===== src/hw/psl_pkg.sv =====
package psl_pkg;
  // Link geometry.
  localparam int unsigned WORD_BITS = 21;
  localparam int unsigned LANES = 3;
  localparam int unsigned SLOTS = 7;
  // Forwarded clock stays high for this many leading slots of each frame.
  localparam logic [2:0] CLK_HIGH_SLOTS = 3'h4;
  // System clock and bit timing.
  localparam int unsigned CLK_PERIOD_NS = 4;
  localparam int unsigned BIT_CYCLES = 2;
  localparam logic [3:0] FRAME_CYCLES = 4'(SLOTS * BIT_CYCLES);
  localparam logic [3:0] SAMPLE_PHASE = 4'(BIT_CYCLES / 2);
  // Lock interval after powerdown release.
  localparam int unsigned LOCK_TIME_MS = 10;
  localparam int unsigned LOCK_CYCLES = LOCK_TIME_MS * 1000000 / CLK_PERIOD_NS;
  localparam int unsigned LOCK_CNT_BITS = 22;
  // Forwarded clock counts as stopped after this many cycles without a change.
  localparam logic [6:0] STALL_CYCLES = 7'h40;
  // Serializer states.
  typedef enum logic [1:0] {
    TX_IDLE = 2'b01,
    TX_SEND = 2'b10
  } psl_tx_state_t;
endpackage


===== src/hw/psl_link_top.sv =====
// How it works
// - Each rising source clock edge captures all 21 parallel input bits.
// - Transmitter drives three serial lanes; receiver accepts three matching lanes.
// - Four pairs total: three data lanes plus one forwarded clock.
// - Receiver presents 21 data bits and a clock whose rising edge strobes them.
// - Transmitter powerdown low puts all lane and clock outputs in high impedance.
// - Receiver powerdown low forces every receiver output low.
// - Floating data lanes read high; with clock running, outputs go all high.
// - Clock and data floating: data outputs hold the last valid word.
// - Floating forwarded clock drives the recovered clock low.
// - Each lane carries seven bit slots per forwarded clock period.
// - Outputs start toggling only after a 10 ms lock interval.
// - Forwarded clock stopping stops the output clock and holds data.
`timescale 1ns/1ps
`default_nettype none
module psl_link_top #(
  parameter int unsigned LOCK_CYCLES = psl_pkg::LOCK_CYCLES
) (
  // System clock and reset.
  input  wire logic        clk_sys,
  input  wire logic        rstn,
  // Transmitter parallel side.
  input  wire logic        sourceClockIn,
  input  wire logic [20:0] parDataIn,
  input  wire logic        txPowerdownN,
  output logic             txDropped,
  // Transmitter serial side.
  output logic [2:0]       serialLaneOut,
  output logic             serialLaneOeN,
  output logic             forwardedClockOut,
  output logic             forwardedClockOeN,
  // Receiver serial side.
  input  wire logic [2:0]  serialLaneIn,
  input  wire logic        forwardedClockIn,
  input  wire logic        rxPowerdownN,
  // Receiver parallel side.
  output logic [20:0]      parDataOut,
  output logic             recoveredClockOut
);
  localparam int unsigned W = psl_pkg::WORD_BITS;
  localparam int unsigned CB = psl_pkg::LOCK_CNT_BITS;

  // Position of a lane bit inside the parallel word.
  function automatic int unsigned bitIndex(input int unsigned lane, input logic [3:0] cnt);
    bitIndex = lane * psl_pkg::SLOTS + int'(cnt) / psl_pkg::BIT_CYCLES;
  endfunction

  // Slot number of a cycle count within a frame.
  function automatic logic [2:0] slotOf(input logic [3:0] cnt);
    slotOf = 3'(int'(cnt) / psl_pkg::BIT_CYCLES);
  endfunction

  logic [1:0]   rstPipe_reg;
  wire          rstSyncN;
  logic [27:0]  pinMeta_reg;
  logic [27:0]  pinStable_reg;
  logic         srcPrev_reg;
  logic         fwdPrev_reg;
  logic [CB-1:0] txLockCnt_reg;
  logic [CB-1:0] rxLockCnt_reg;
  psl_pkg::psl_tx_state_t txState_reg;
  logic [3:0]   txCnt_reg;
  logic [W-1:0] txWord_reg;
  logic [3:0]   rxCnt_reg;
  logic         rxBusy_reg;
  logic [W-1:0] rxWord_reg;
  logic [W-1:0] rxWordNext;
  logic [6:0]   rxIdleCnt_reg;
  logic [2:0]   laneBits;

  // Reset is applied at once and released through two flops.
  always_ff @(posedge clk_sys or negedge rstn) begin
    if (!rstn) begin
      rstPipe_reg <= 2'h0;
    end else begin
      rstPipe_reg <= {rstPipe_reg[0], 1'b1};
    end
  end
  assign rstSyncN = rstPipe_reg[1];

  // Every pin passes two flops; only the stable copy is read by logic.
  always_ff @(posedge clk_sys or negedge rstSyncN) begin
    if (!rstSyncN) begin
      pinMeta_reg   <= 28'h0;
      pinStable_reg <= 28'h0;
      srcPrev_reg   <= 1'b0;
      fwdPrev_reg   <= 1'b0;
    end else begin
      pinMeta_reg   <= {serialLaneIn, forwardedClockIn, rxPowerdownN,
                        txPowerdownN, sourceClockIn, parDataIn};
      pinStable_reg <= pinMeta_reg;
      srcPrev_reg   <= pinStable_reg[21];
      fwdPrev_reg   <= pinStable_reg[24];
    end
  end

  wire [W-1:0] txDataSync  = pinStable_reg[20:0];
  wire         srcClkSync  = pinStable_reg[21];
  wire         txPowered   = pinStable_reg[22];
  wire         rxPowered   = pinStable_reg[23];
  wire         fwdClkSync  = pinStable_reg[24];
  wire [2:0]   rxLaneSync  = pinStable_reg[27:25];
  wire         srcRise     = srcClkSync && !srcPrev_reg;
  wire         fwdRise     = fwdClkSync && !fwdPrev_reg;
  wire         fwdChange   = fwdClkSync != fwdPrev_reg;
  wire         txLocked    = txLockCnt_reg == CB'(LOCK_CYCLES);
  wire         rxLocked    = rxLockCnt_reg == CB'(LOCK_CYCLES);
  wire         rxStalled   = rxIdleCnt_reg == psl_pkg::STALL_CYCLES;

  // Lock counters restart whenever powerdown is asserted.
  always_ff @(posedge clk_sys or negedge rstSyncN) begin
    if (!rstSyncN) begin
      txLockCnt_reg <= '0;
      rxLockCnt_reg <= '0;
    end else begin
      txLockCnt_reg <= !txPowered ? '0 : txLocked ? txLockCnt_reg : txLockCnt_reg + 1'b1;
      rxLockCnt_reg <= !rxPowered ? '0 : rxLocked ? rxLockCnt_reg : rxLockCnt_reg + 1'b1;
    end
  end

  // Two-entry buffer between capture and serializer; a serializer stall loses a word only when both entries are full.
  wire          bufInValid = srcRise && txPowered && txLocked;
  wire          bufInReady;
  wire          bufOutValid;
  wire [W-1:0]  bufOutData;
  wire          txSending  = txState_reg == psl_pkg::TX_SEND;
  wire          txLast     = txSending && (txCnt_reg == psl_pkg::FRAME_CYCLES - 4'h1);
  wire          bufOutReady = txLocked && ((txState_reg == psl_pkg::TX_IDLE) || txLast);
  wire          txPop      = bufOutReady && bufOutValid;

  psl_buffer #(
    .WIDTH (W),
    .DEPTH (2)
  ) u_txBuffer (
    .clk_sys  (clk_sys),
    .rstSyncN (rstSyncN),
    .flush    (!txPowered),
    .inValid  (bufInValid),
    .inReady  (bufInReady),
    .inData   (txDataSync),
    .outValid (bufOutValid),
    .outReady (bufOutReady),
    .outData  (bufOutData)
  );

  // Serializer: frames follow back to back while words are waiting.
  always_ff @(posedge clk_sys or negedge rstSyncN) begin
    if (!rstSyncN) begin
      txState_reg <= psl_pkg::TX_IDLE;
      txCnt_reg   <= 4'h0;
      txWord_reg  <= '0;
    end else if (txPop) begin
      txState_reg <= psl_pkg::TX_SEND;
      txCnt_reg   <= 4'h0;
      txWord_reg  <= bufOutData;
    end else if (txLast || !txLocked) begin
      txState_reg <= psl_pkg::TX_IDLE;
      txCnt_reg   <= 4'h0;
    end else if (txSending) begin
      txCnt_reg   <= txCnt_reg + 4'h1;
    end
  end

  // Lane bits of the current slot; lane l slot s carries word bit l*7+s.
  always_comb begin
    laneBits = 3'h0;
    for (int unsigned l = 0; l < psl_pkg::LANES; l++) begin
      laneBits[l] = txWord_reg[bitIndex(l, txCnt_reg)];
    end
  end

  // Serial outputs are registered; powerdown releases the pins to high impedance.
  always_ff @(posedge clk_sys or negedge rstSyncN) begin
    if (!rstSyncN) begin
      serialLaneOut     <= 3'h0;
      forwardedClockOut <= 1'b0;
      serialLaneOeN     <= 1'b1;
      forwardedClockOeN <= 1'b1;
      txDropped         <= 1'b0;
    end else begin
      serialLaneOut     <= (txSending && txPowered) ? laneBits : 3'h0;
      forwardedClockOut <= txSending && txPowered
                           && (slotOf(txCnt_reg) < psl_pkg::CLK_HIGH_SLOTS);
      serialLaneOeN     <= !txPowered;
      forwardedClockOeN <= !txPowered;
      txDropped         <= bufInValid && !bufInReady;
    end
  end

  // Receiver frame timer: restarts on each forwarded clock rise, samples mid-bit.
  wire sampleNow = rxBusy_reg
                   && ((int'(rxCnt_reg) % psl_pkg::BIT_CYCLES) == int'(psl_pkg::SAMPLE_PHASE));
  wire rxDone    = sampleNow && (slotOf(rxCnt_reg) == 3'(psl_pkg::SLOTS - 1));
  // A real frame has its clock low in the last slot; a floating clock stuck high
  // would otherwise publish an all-high word instead of holding the last one.
  wire rxPublish = rxDone && rxLocked && !fwdClkSync;

  always_comb begin
    rxWordNext = rxWord_reg;
    if (sampleNow) begin
      for (int unsigned l = 0; l < psl_pkg::LANES; l++) begin
        rxWordNext[bitIndex(l, rxCnt_reg)] = rxLaneSync[l];
      end
    end
  end

  // Frame timer and idle watchdog of the forwarded clock.
  always_ff @(posedge clk_sys or negedge rstSyncN) begin
    if (!rstSyncN) begin
      rxCnt_reg     <= 4'h0;
      rxBusy_reg    <= 1'b0;
      rxWord_reg    <= '0;
      rxIdleCnt_reg <= 7'h0;
    end else begin
      rxWord_reg    <= rxWordNext;
      rxIdleCnt_reg <= fwdChange ? 7'h0 : rxStalled ? rxIdleCnt_reg : rxIdleCnt_reg + 7'h1;
      if (fwdRise) begin
        rxCnt_reg  <= 4'h1;
        rxBusy_reg <= 1'b1;
      end else if (rxDone) begin
        rxBusy_reg <= 1'b0;
      end else if (rxBusy_reg) begin
        rxCnt_reg  <= rxCnt_reg + 4'h1;
      end
    end
  end

  // A word is published while the forwarded clock is low, so the next rise strobes it.
  // Without clock edges nothing is published and the last word stays on the pins.
  always_ff @(posedge clk_sys or negedge rstSyncN) begin
    if (!rstSyncN) begin
      parDataOut        <= '0;
      recoveredClockOut <= 1'b0;
    end else begin
      if (!rxPowered) begin
        parDataOut <= '0;
      end else if (rxPublish) begin
        parDataOut <= rxWordNext;
      end
      recoveredClockOut <= rxPowered && rxLocked && !rxStalled && fwdClkSync;
    end
  end

  // Checks.
  AST_TX_PD_HIGHZ: assert property (@(posedge clk_sys) disable iff (!rstSyncN)
    !txPowered |=> serialLaneOeN && forwardedClockOeN && serialLaneOut == 3'h0)
    else $error("transmitter outputs not released in powerdown");
  AST_RX_PD_LOW: assert property (@(posedge clk_sys) disable iff (!rstSyncN)
    !rxPowered |=> parDataOut == '0 && !recoveredClockOut)
    else $error("receiver outputs not low in powerdown");
  AST_TX_LOCK_QUIET: assert property (@(posedge clk_sys) disable iff (!rstSyncN)
    !txLocked |=> !forwardedClockOut ##1 !forwardedClockOut)
    else $error("forwarded clock toggled before lock");
  AST_RX_LOCK_QUIET: assert property (@(posedge clk_sys) disable iff (!rstSyncN)
    !rxLocked |=> !recoveredClockOut)
    else $error("recovered clock toggled before lock");
  AST_RX_STALL_CLK: assert property (@(posedge clk_sys) disable iff (!rstSyncN)
    rxStalled |=> !recoveredClockOut)
    else $error("recovered clock not low with stopped input clock");
  AST_RX_STALL_HOLD: assert property (@(posedge clk_sys) disable iff (!rstSyncN)
    rxStalled && rxPowered && !rxBusy_reg |=> $stable(parDataOut))
    else $error("data changed with stopped input clock");
  AST_FRAME_SHAPE: assert property (@(posedge clk_sys) disable iff (!rstSyncN || !txPowered)
    txSending && txCnt_reg == 4'h0 |=> forwardedClockOut[*8] ##1 !forwardedClockOut)
    else $error("forwarded clock frame shape wrong");
  AST_TX_CAPTURE: assert property (@(posedge clk_sys) disable iff (!rstSyncN || !txPowered)
    bufInValid && bufInReady |=> bufOutValid)
    else $error("captured word not buffered");
  AST_RX_PUBLISH: assert property (@(posedge clk_sys) disable iff (!rstSyncN)
    rxPublish && rxPowered |=> parDataOut == $past(rxWordNext))
    else $error("received word not published");
  AST_LANE_MAP: assert property (@(posedge clk_sys) disable iff (!rstSyncN)
    txSending && txPowered |=> serialLaneOut == $past(laneBits))
    else $error("lane bit mapping wrong");

  COV_FRAME: cover property (@(posedge clk_sys) txLast && txPop);
  COV_PUBLISH: cover property (@(posedge clk_sys) rxPublish && rxPowered);
  COV_STALL: cover property (@(posedge clk_sys) $rose(rxStalled));
  COV_TX_PD: cover property (@(posedge clk_sys) txSending ##1 !txPowered);
endmodule
`default_nettype wire


===== src/hw/psl_buffer.sv =====
`timescale 1ns/1ps
`default_nettype none
module psl_buffer #(
  parameter int unsigned WIDTH = 21,
  parameter int unsigned DEPTH = 2
) (
  // Clock and reset.
  input  wire logic             clk_sys,
  input  wire logic             rstSyncN,
  input  wire logic             flush,
  // Fill side.
  input  wire logic             inValid,
  output logic                  inReady,
  input  wire logic [WIDTH-1:0] inData,
  // Drain side.
  output logic                  outValid,
  input  wire logic             outReady,
  output logic [WIDTH-1:0]      outData
);
  localparam int unsigned PW = $clog2(DEPTH);

  logic [WIDTH-1:0] mem_reg [DEPTH];
  logic [PW-1:0]    wrPtr_reg;
  logic [PW-1:0]    rdPtr_reg;
  logic [PW:0]      count_reg;
  wire              doWrite;
  wire              doRead;

  // Full and empty come from the occupancy count, so both are exact.
  assign inReady  = (count_reg != (PW+1)'(DEPTH));
  assign outValid = (count_reg != '0);
  assign outData  = mem_reg[rdPtr_reg];
  assign doWrite  = inValid && inReady;
  assign doRead   = outValid && outReady;

  // Storage is written only on an accepted word; it needs no reset.
  always_ff @(posedge clk_sys) begin
    if (doWrite) begin
      mem_reg[wrPtr_reg] <= inData;
    end
  end

  // Pointers wrap at the depth; flush drops any stored words.
  always_ff @(posedge clk_sys or negedge rstSyncN) begin
    if (!rstSyncN) begin
      wrPtr_reg <= '0;
      rdPtr_reg <= '0;
      count_reg <= '0;
    end else if (flush) begin
      wrPtr_reg <= '0;
      rdPtr_reg <= '0;
      count_reg <= '0;
    end else begin
      if (doWrite) begin
        wrPtr_reg <= (wrPtr_reg == PW'(DEPTH-1)) ? '0 : wrPtr_reg + 1'b1;
      end
      if (doRead) begin
        rdPtr_reg <= (rdPtr_reg == PW'(DEPTH-1)) ? '0 : rdPtr_reg + 1'b1;
      end
      count_reg <= count_reg + (PW+1)'(doWrite) - (PW+1)'(doRead);
    end
  end
endmodule
`default_nettype wire


===== config.mk =====
export PLATFORM = sky130hd
export DESIGN_NAME = psl_link_top
export DESIGN_NICKNAME = d
export VERILOG_FILES = /design/src/hw/psl_pkg.sv /design/src/hw/psl_link_top.sv /design/src/hw/psl_buffer.sv
export SDC_FILE = /design/constraint.sdc
export NUM_CORES = 1
export LEC_CHECK = 0
export ABC_CLOCK_PERIOD_IN_PS = 8200
export BUFFER_PORTS_ARGS = -buffer_cell sky130_fd_sc_hd__buf_2
export CAP_MARGIN = 5
export CORE_ASPECT_RATIO = 0.9
export CORE_UTILIZATION = 25
export DETAILED_ROUTE_END_ITERATION = 8
export PLACE_DENSITY_LB_ADDON = 0.2
export SETUP_SLACK_MARGIN = 0.05
export SYNTH_ARGS = -nofsm -noshare
export SYNTH_HDL_FRONTEND = slang
export SYNTH_SLANG_ARGS = --single-unit

===== constraint.sdc =====
create_clock -name clk_sys -period 8.2 [get_ports clk_sys]
set_clock_uncertainty 0.1 [all_clocks]
set_input_delay 1.64 -clock clk_sys [delete_from_list [all_inputs] [get_ports clk_sys]]
set_output_delay 1.64 -clock clk_sys [all_outputs]
set_load 0.005 [all_outputs]

==> qor.txt, run 1 <==
outcome: finished, final reports clean
dominant synthesized flop cell: dfrtp_1
RSZ-0062 raised after global routing: false
DR vias/cell: 4.25
layout cells sized above 1: 0.161
min Tclk post-route: 3.23 ns
Total Die Area: 0.0407 mm²
Clock H-tree levels: 1
fmax: 0.309 GHz
worst path arrival time: 3.29 ns
Worst Path Buf+Inv: 1
Post-Syn Area: 0.00997 mm²
CTS tree: done
distinct cell type count after synthesis: 62
Cell Chain, Critical Path: inv_1, ha_1, nor4b_1, and4_1, and2_1, and4_1, and2_1
EDFF count, synth: 42
CTS buffer count: 27
Hold Buf Count CTS: 0
clock latency on the worst-skew pair: 0.56 ns
ant diodes: 0
number of port buffers: 58
DRC: 0
Die X: 213 µm
GPL Wtd Cong: 0.738
Gate Count Post-Synth: 803
antenna viol nets, final: 0
cts repair resizes: 0
max FFs per register: 42
logic gate share of total power: 0.121
Max Cap Viol: 0
Worst-Margin Slew: 1.08 ns
first-pass GRT wire length: 34300 µm
Row Count: 69
CP Capture Type: flip-flop
grt total ovfl: 0
endpoints failing hold: 0
worst min-delay path category: reg2reg
crit-path leading delay family: simple AND/OR/NAND/NOR gates
average size of a mapped cell: 12.4 µm²
Synth top cells by count: dfrtp_1, nand2_1, nor2_1
critical path launch point type: flip-flop
worst ir drop on vdd: 0.146 mV
post-CTS setup buffers: 0
WL/cell: 14.8 µm
largest area contributor in the netlist: dfrtp_1
DR vias: 6009
Net Sw Power: 0.000800 W
total power: 0.00299 W
Initial DRT Pass Iterations: 6
Max Slew Vio Count: 0
initial antenna violation count: 0
pwr/cell area: 254 mW/mm²
FF+latch count, synth: 238
largest net degree at the start of global routing: 73
WS Path Type: reg2reg
Placeable Area: 0.0394 mm²
Layout Cells excl Fill: 1415
CTS Root Cell: clkbuf_16
period utilisation layout: 0.394
Lkg Pwr: 4.92 nW
Ports: 59
top-count cell post-synth: dfrtp_1
TNS Setup: 0 ns
relative slew slack: 0.281
Synth Net Count: 853
fin nets: 912
Setup-failing EPs final: 0
drt total wl: 20900 µm
sequential area share after synthesis: 0.619
All-Layer GR Usage: 0.106
crit-path max cell delay: 0.85 ns
dpl cells: 1365
switching part of the total: 0.267
slowest library cell on the worst path: and2_1
Synth async-reset ratio: 0.824
Initial Util: 0.253
placed wire-length estimate: 13300 µm
Max FO, Critical Path: 21
TritonCTS Sinks: 238
CTS Buffer Depth: 3
Pint: 0.00219 W
Starting DRT DRC Count: 390
Synth warnings: 0
Clock transition at path regs: 0.06 ns
Flop pwr share: 0.457
critical path data required time: 8.26 ns
post-synth top area share: 0.487
largest cells by area after synthesis: dfrtp_1, edfxtp_1, mux2i_1
Die H: 191 µm
vias in the first global route: 6125
clock share of power: 0.422
Layout Area Growth over Synthesis: 18.0%
==> kinds of logic (layout without fill, tap and decap cells) <==
logic type | count (synthesis) | after routing | synth area share
compound gates | 100 | 100 | 0.0639
xor+xnor | 51 | 51 | 0.0448
fa+ha+maj | 20 | 20 | 0.0251
buf+inv | 54 | 134 | 0.0241
flops | 238 | 238 | 0.619
mux | 59 | 59 | 0.0719
other cells | 1 | 1 | 0.000376
simple gates | 280 | 280 | 0.151
==> area by class of cell <==
| type | count | area (µm²) |
|---|---|---|
| fillers | 4066 | 27600 |
| flip-flops and latches | 238 | 6170 |
| multi-input cells | 511 | 3570 |
| clock buffers | 35 | 736 |
| well taps | 532 | 666 |
| repair buffers | 65 | 343 |
| clock inverters | 15 | 203 |
| inverters | 19 | 71.3 |
==> power groups by stage <==
stage / clock network (W) / registers [W] / logic (W)
final: 0.00126 / 0.00137 / 0.000363
after global routing: 0.00136 / 0.00138 / 0.000416
after CTS: 0.00131 / 0.00137 / 0.000369
after detailed placement: 0 / 0.00139 / 0.000366
after global placement: 0 / 0.00139 / 0.000367
after floorplan: 0 / 0.00134 / 0.000305
==> stage by stage <==
stage | util | hold WS (ns) | worst slack, ns | cell area, µm²
finish | 0.299 | 0.222 | 4.97 | 11800
global route | 0.299 | 0.220 | 4.63 | 11800
CTS | 0.299 | 0.210 | 4.88 | 11800
detailed placement | 0.275 | 0.235 | 4.94 | 10800
global placement | 0.275 | 0.233 | 4.97 | 10800
floorplan | - | 0.231 | 2.24 | 9970
==> placed cells by master, fill, tap and decap left out, types with 14 or more instances in the layout <==
master,netlist,final
nand3_1,35,35
mux2i_1,39,39
edfxtp_1,42,42
ha_1,20,20
dfrtp_1,194,193
xnor2_1,31,31
clkbuf_16,0,27
nand4_1,14,14
o21ai_0,36,36
inv_1,19,19
xor2_1,20,20
nor2_1,49,49
and2_1,28,28
buf_2,5,58
nor2b_1,26,25
a21oi_1,14,14
nand2_1,63,63
==> final timing paths <==
kind	cells after the start	endpoint	start	slack (ns)
max	7	u_txBuffer.mem_reg[1][6]	txLockCnt_reg[0]	4.97
min	0	pinStable_reg[1]	pinMeta_reg[1]	0.22
max reg2reg	7	u_txBuffer.mem_reg[1][6]	txLockCnt_reg[0]	4.97
min reg2reg	0	pinStable_reg[1]	pinMeta_reg[1]	0.22
max in group asynchronous	1	txLockCnt_reg[13]	rstPipe_reg[1]	6.23
min in group asynchronous	0	pinStable_reg[19]	rstPipe_reg[1]	0.32
==> layer usage <==
metal | global-route usage | vias to the layer above | share of wire
met2 | 0.161 | 71 | 0.43
li1 | - | 2923 | -
met4 | 0.0349 | 0 | 0.024
met3 | 0.0205 | 33 | 0.031
met1 | 0.150 | 2982 | 0.51
met5 | 0 | - | 0
Power figures use the tool's default switching activity.
==> run 2, diff against run 1 <==
ABC_CLOCK_PERIOD_IN_PS = 2600   (was 8200)
clock period = 2.6 ns   (was 8.2 ns; I/O delays follow)
==> run 2 against run 1 <==
- power rose to 3.2 times the previous value
- via count grew 2.2%
- sequential share of layout area is 2.1 points lower
- highest routed layer unchanged
==> qor.txt, run 2 (synthesis gave the netlist of run 1 again) <==
TNS Setup: 0 ns (unchanged)
Setup-failing EPs final: 0 (unchanged)
Starting DRT DRC Count: 276 (-29%)
placed wire-length estimate: 13600 µm (+1.9%)
Worst path most repeated cell: and4_1
Die X: 213 µm (unchanged)
CTS tree: done
Max Cap Viol: 0 (unchanged)
Core Util, Final: 0.311 (+0.0126)
worst path arrival time: 2.50 ns (-0.79 ns)
ant diodes: 0 (unchanged)
Clock transition at path regs: 0.06 ns (about the same)
Initial DRT Pass Iterations: 4 (-2)
pre-CTS setup slack: 0.258 ns (-4.68 ns)
slowest library cell on the worst path: dfrtp_1
crit-path max cell delay: 0.42 ns (-0.43 ns)
clock latency on the worst-skew pair: 0.56 ns (about the same)
grt total ovfl: 0 (unchanged)
cts repair resizes: 0 (unchanged)
DR vias/cell: 4.21 (-0.97%)
fin nets: 958 (+5.0%)
period utilisation layout: 0.898 (+0.504)
drt total wl: 21000 µm (+0.63%)
Max Slew Vio Count: 0 (unchanged)
commonest non-fill, non-tap cell in the layout: dfrtp_1
Lkg Pwr: 5.15 nW (+4.7%)
DRC: 0 (unchanged)
total power: 0.00953 W (+220%)
first-pass GRT wire length: 34900 µm (+1.5%)
outcome: finished, final reports clean
WS Path Type: reg2reg
critical path launch point type: flip-flop
number of port buffers: 58 (unchanged)
worst ir drop on vdd: 0.401 mV (+170%)
critical path data required time: 2.76 ns (-5.50 ns)
Cell Chain, Critical Path: inv_1, ha_1, nor4b_1, and4_1, and2_1, and4_1, nor2b_4, buf_12
Placeable Area: 0.0394 mm² (unchanged)
initial antenna violation count: 0 (unchanged)
DR vias: 6144 (+2.2%)
Die H: 191 µm (unchanged)
All-Layer GR Usage: 0.108 (+0.00166)
antenna viol nets, final: 0 (unchanged)
GPL Wtd Cong: 0.739 (+0.12%)
Ports: 59 (unchanged)
CTS Buffer Depth: 3 (unchanged)
Initial Util: 0.253 (unchanged)
CTS buffer count: 28 (+3.7%)
endpoints failing hold: 0 (unchanged)
vias in the first global route: 6299 (+2.8%)
worst min-delay path category: in2reg
pwr/cell area: 778 mW/mm² (+210%)
Worst Path Buf+Inv: 2 (+1)
WL/cell: 14.4 µm (-2.5%)
fmax: 0.428 GHz (+38%)
CP Capture Type: flip-flop
min Tclk post-route: 2.34 ns (-0.896 ns)
Worst-Margin Slew: 0.712 ns (-0.367 ns)
Row Count: 69 (unchanged)
Clock H-tree levels: 1 (unchanged)
highest-count cells in the layout ignoring fill and taps: dfrtp_1, nand2_1, buf_2
relative slew slack: 0.524 (+0.244)
RSZ-0062 raised after global routing: false
post-CTS setup buffers: 0 (unchanged)
min setup slack post-route: 0.264 ns (-4.70 ns)
Layout Area Growth over Synthesis: 22.9%
CTS Root Cell: clkbuf_16
crit-path leading delay family: simple AND/OR/NAND/NOR gates
Max FO, Critical Path: 21 (unchanged)
largest net degree at the start of global routing: 45 (-38%)
Hold Buf Count CTS: 28 (+28)
max FFs per register: 42 (unchanged)
layout cells sized above 1: 0.172 (+0.0114)
Total Die Area: 0.0407 mm² (unchanged)
TritonCTS Sinks: 238 (unchanged)
==> run 2: cell count changes in the layout (fill, tap and decap cells not counted), sizes merged <==
cell	previous run	this run
buf	65	82
bufinv	4	3
clkbuf	35	39
clkinv	5	6
clkinvlp	4	2
dlygate4sd3	0	28
inv	21	20
==> run 2: layout make-up <==
cell class | instances | area, µm²
clock buffer | 39 | 782
clock inverter | 12 | 163
fill | 4034 | 27100
inverter | 19 | 71.3
multi-input combinational | 511 | 3580
sequential | 238 | 6170
tap | 532 | 666
timing repair buffer | 110 | 826
==> run 2: where the power goes <==
part / leakage, nW / total (W) / internal [W] / switching (W)
logic: 1.77 / 0.00139 / 0.000556 / 0.000839
clock network: 0.456 / 0.00397 / 0.00240 / 0.00157
registers: 2.92 / 0.00417 / 0.00404 / 0.000129
total: 5.15 / 0.00953 / 0.00700 / 0.00253
==> run 2: per-stage QoR <==
step	instance area (µm²)	cells	hold slack (ns)
3_5_place_dp	11000	1382	0.208
2_1_floorplan	9980	803	0.124
3_3_place_gp	11000	1382	0.206
5_1_grt	12300	1461	0.00888
6_report	12300	1461	0.0372
4_1_cts	12300	1461	0.00122
==> run 2: per-layer routing <==
metal	vias to the layer above	GRT usage	routed length, µm
met2	83	0.154	8870
met1	3009	0.159	10900
met5	-	0	0
met4	0	0.0368	466
li1	3016	-	-
met3	36	0.0227	780
==> run 2: path summary, 6_finish.rpt <==
kind / startpoint / endpoint / slack (ns) / cells past startpoint
max: txLockCnt_reg[0] / u_txBuffer.mem_reg[0][9] / 0.26 / 8
min: parDataIn[3] / pinMeta_reg[3] / 0.04 / 1
max reg2reg: txLockCnt_reg[0] / u_txBuffer.mem_reg[0][9] / 0.26 / 8
min reg2reg: rstPipe_reg[1] / pinStable_reg[9] / 0.22 / 0
max in group asynchronous: rstPipe_reg[1] / parDataOut[2] / 1.40 / 1
min in group asynchronous: rstn / rstPipe_reg[1] / 0.18 / 2
==> run 3, diff against run 2 <==
ABC_CLOCK_PERIOD_IN_PS = 2800   (was 2600)
clock period = 2.8 ns   (was 2.6 ns; I/O delays follow)
==> run 3 against run 2 <==
- fmax down 4.7%
- global-route usage up 0.25 points
- sequential power down 6.5%
- critical endpoint is now u_txBuffer.mem_reg[0][7]
- largest cell class unchanged
==> qor.txt, run 3 (synthesis gave the netlist of run 1 again) <==
largest net degree at the start of global routing: 59 (+31%)
DR vias: 6184 (+0.65%)
pre-CTS setup slack: 0.352 ns (+0.0938 ns)
Layout Area Growth over Synthesis: 22.1%
ant diodes: 0 (unchanged)
CTS tree: done
layout cells sized above 1: 0.174 (+0.00183)
clock latency on the worst-skew pair: 0.56 ns (about the same)
vias in the first global route: 6366 (+1.1%)
fin nets: 953 (-0.52%)
CTS buffer count: 28 (unchanged)
Initial Util: 0.253 (unchanged)
Placeable Area: 0.0394 mm² (unchanged)
min Tclk post-route: 2.45 ns (+0.115 ns)
Max FO, Critical Path: 21 (unchanged)
post-CTS setup buffers: 0 (unchanged)
DR vias/cell: 4.24 (+0.93%)
GPL Wtd Cong: 0.751 (+1.6%)
TritonCTS Sinks: 238 (unchanged)
FF-to-FF End: u_txBuffer.mem_reg[0][7]
Clock H-tree levels: 1 (unchanged)
Starting DRT DRC Count: 322 (+17%)
fillers: 4083 (+1.2%)
CTS Root Cell: clkbuf_16
Placed Area: 0.0110 mm² (-0.35%)
drt total wl: 21300 µm (+1.6%)
pwr/cell area: 725 mW/mm² (-6.7%)
fin area: 0.0122 mm² (-0.63%)
min setup slack post-route: 0.349 ns (+0.0847 ns)
period utilisation layout: 0.875 (-0.0230)
commonest non-fill, non-tap cell in the layout: dfrtp_1
Max Slew Vio Count: 0 (unchanged)
relative slew slack: 0.491 (-0.0335)
worst min-delay path category: in2reg
Hold Crit Endpoint: pinMeta_reg[3]
cts repair resizes: 0 (unchanged)
first-pass GRT wire length: 35500 µm (+2.0%)
All-Layer GR Usage: 0.110 (+0.00245)
worst ir drop on vdd: 0.397 mV (-1.0%)
R2R cell count: 8 (unchanged)
hold path depth: 1 (unchanged)
outcome: finished, final reports clean
Initial DRT Pass Iterations: 4 (unchanged)
initial antenna violation count: 0 (unchanged)
Total Die Area: 0.0407 mm² (unchanged)
critical path launch point type: flip-flop
highest-count cells in the layout ignoring fill and taps: dfrtp_1, nand2_1, buf_2
Worst-Margin Slew: 0.762 ns (+0.0501 ns)
RSZ-0062 raised after global routing: false
Reg2Reg Setup Slack: 0.35 ns (+0.08 ns)
WL/cell: 14.7 µm (+1.9%)
critical hold path startpoint: parDataIn[3]
number of port buffers: 58 (unchanged)
CTS Buffer Depth: 3 (unchanged)
Die X: 213 µm (unchanged)
fmax: 0.408 GHz (-4.7%)
dpl cells: 1381 (-0.072%)
Setup-failing EPs final: 0 (unchanged)
Max Cap Viol: 0 (unchanged)
RR Startpoint: txLockCnt_reg[0]
CP Capture Type: flip-flop
Layout Cells excl Fill: 1457 (-0.27%)
critical path data required time: 2.96 ns (+0.20 ns)
antenna viol nets, final: 0 (unchanged)
endpoints failing hold: 0 (unchanged)
grt total ovfl: 0 (unchanged)
placed wire-length estimate: 13700 µm (+1.2%)
worst path arrival time: 2.61 ns (+0.11 ns)
TNS Setup: 0 ns (unchanged)
Lkg Pwr: 5.12 nW (-0.50%)
Hold Buf Count CTS: 23 (-18%)
WS Path Type: reg2reg
Ports: 59 (unchanged)
DRC: 0 (unchanged)
max FFs per register: 42 (unchanged)
Clock transition at path regs: 0.07 ns (about the same)
Row Count: 69 (unchanged)
Die H: 191 µm (unchanged)
-- run 3: changes by cell type in the layout (fill, tap and decap cells not counted), sizes merged --
cell | previous run | this run
clkinvlp | 2 | 3
clkinv | 6 | 10
inv | 20 | 21
buf | 82 | 81
clkbuf | 39 | 34
dlygate4sd3 | 28 | 24
-- run 3: final cells by class --
class,instances,area [µm²],share of cell area
clock buffer,34,753,0.0618
tap,532,666,0.0547
clock inverter,18,193,0.0158
multi-input combinational,511,3570,0.293
timing repair buffer,105,753,0.0618
inverter,19,71.3,0.00586
sequential,238,6170,0.507
-- run 3: through the flow --
stage	hold WS (ns)	util	power [W]
6_report	0.0304	0.309	0.00883
5_1_grt	0.00651	0.309	0.00931
4_1_cts	0.00239	0.309	0.00897
3_5_place_dp	0.235	0.279	0.00518
3_3_place_gp	0.235	0.279	0.00518
2_1_floorplan	0.164	-	0.00482
-- run 3: metal layers --
metal / track usage / wire length (µm) / vias up
li1: - / - / 3023
met3: 0.0222 / 693 / 33
met2: 0.163 / 9130 / 66
met4: 0.0315 / 462 / 0
met1: 0.161 / 11100 / 3062
met5: 0 / 0 / -
-- run 3: power by group --
group | internal, W | switching, W | total, W
clock network | 0.00220 | 0.00150 | 0.00370
logic | 0.000493 | 0.000743 | 0.00124
registers | 0.00375 | 0.000147 | 0.00390
-- run 3: how the worst max path moves through the flow --
| stage | startpoint | endpoint | depth (start not counted) |
|---|---|---|---|
| finish | txLockCnt_reg[0] | u_txBuffer.mem_reg[0][7] | 8 |
| detailed placement | txLockCnt_reg[0] | u_txBuffer.mem_reg[0][19] | 8 |
| floorplan | txLockCnt_reg[0] | u_txBuffer.mem_reg[0][0] | 8 |
| global placement | txLockCnt_reg[0] | u_txBuffer.mem_reg[0][19] | 8 |
| CTS | txLockCnt_reg[0] | u_txBuffer.mem_reg[0][5] | 8 |
| global route | rxCnt_reg[3] | parDataOut[14] | 7 |
-- run 3: worst max-delay path: stages, from the launching register on --
cell,delay (ns)
dfrtp_1,0.42
inv_1,0.11
ha_1,0.14
nor4b_1,0.26
and4_1,0.31
and2_1,0.16
and4_1,0.24
nor2b_2,0.20
buf_12,0.20
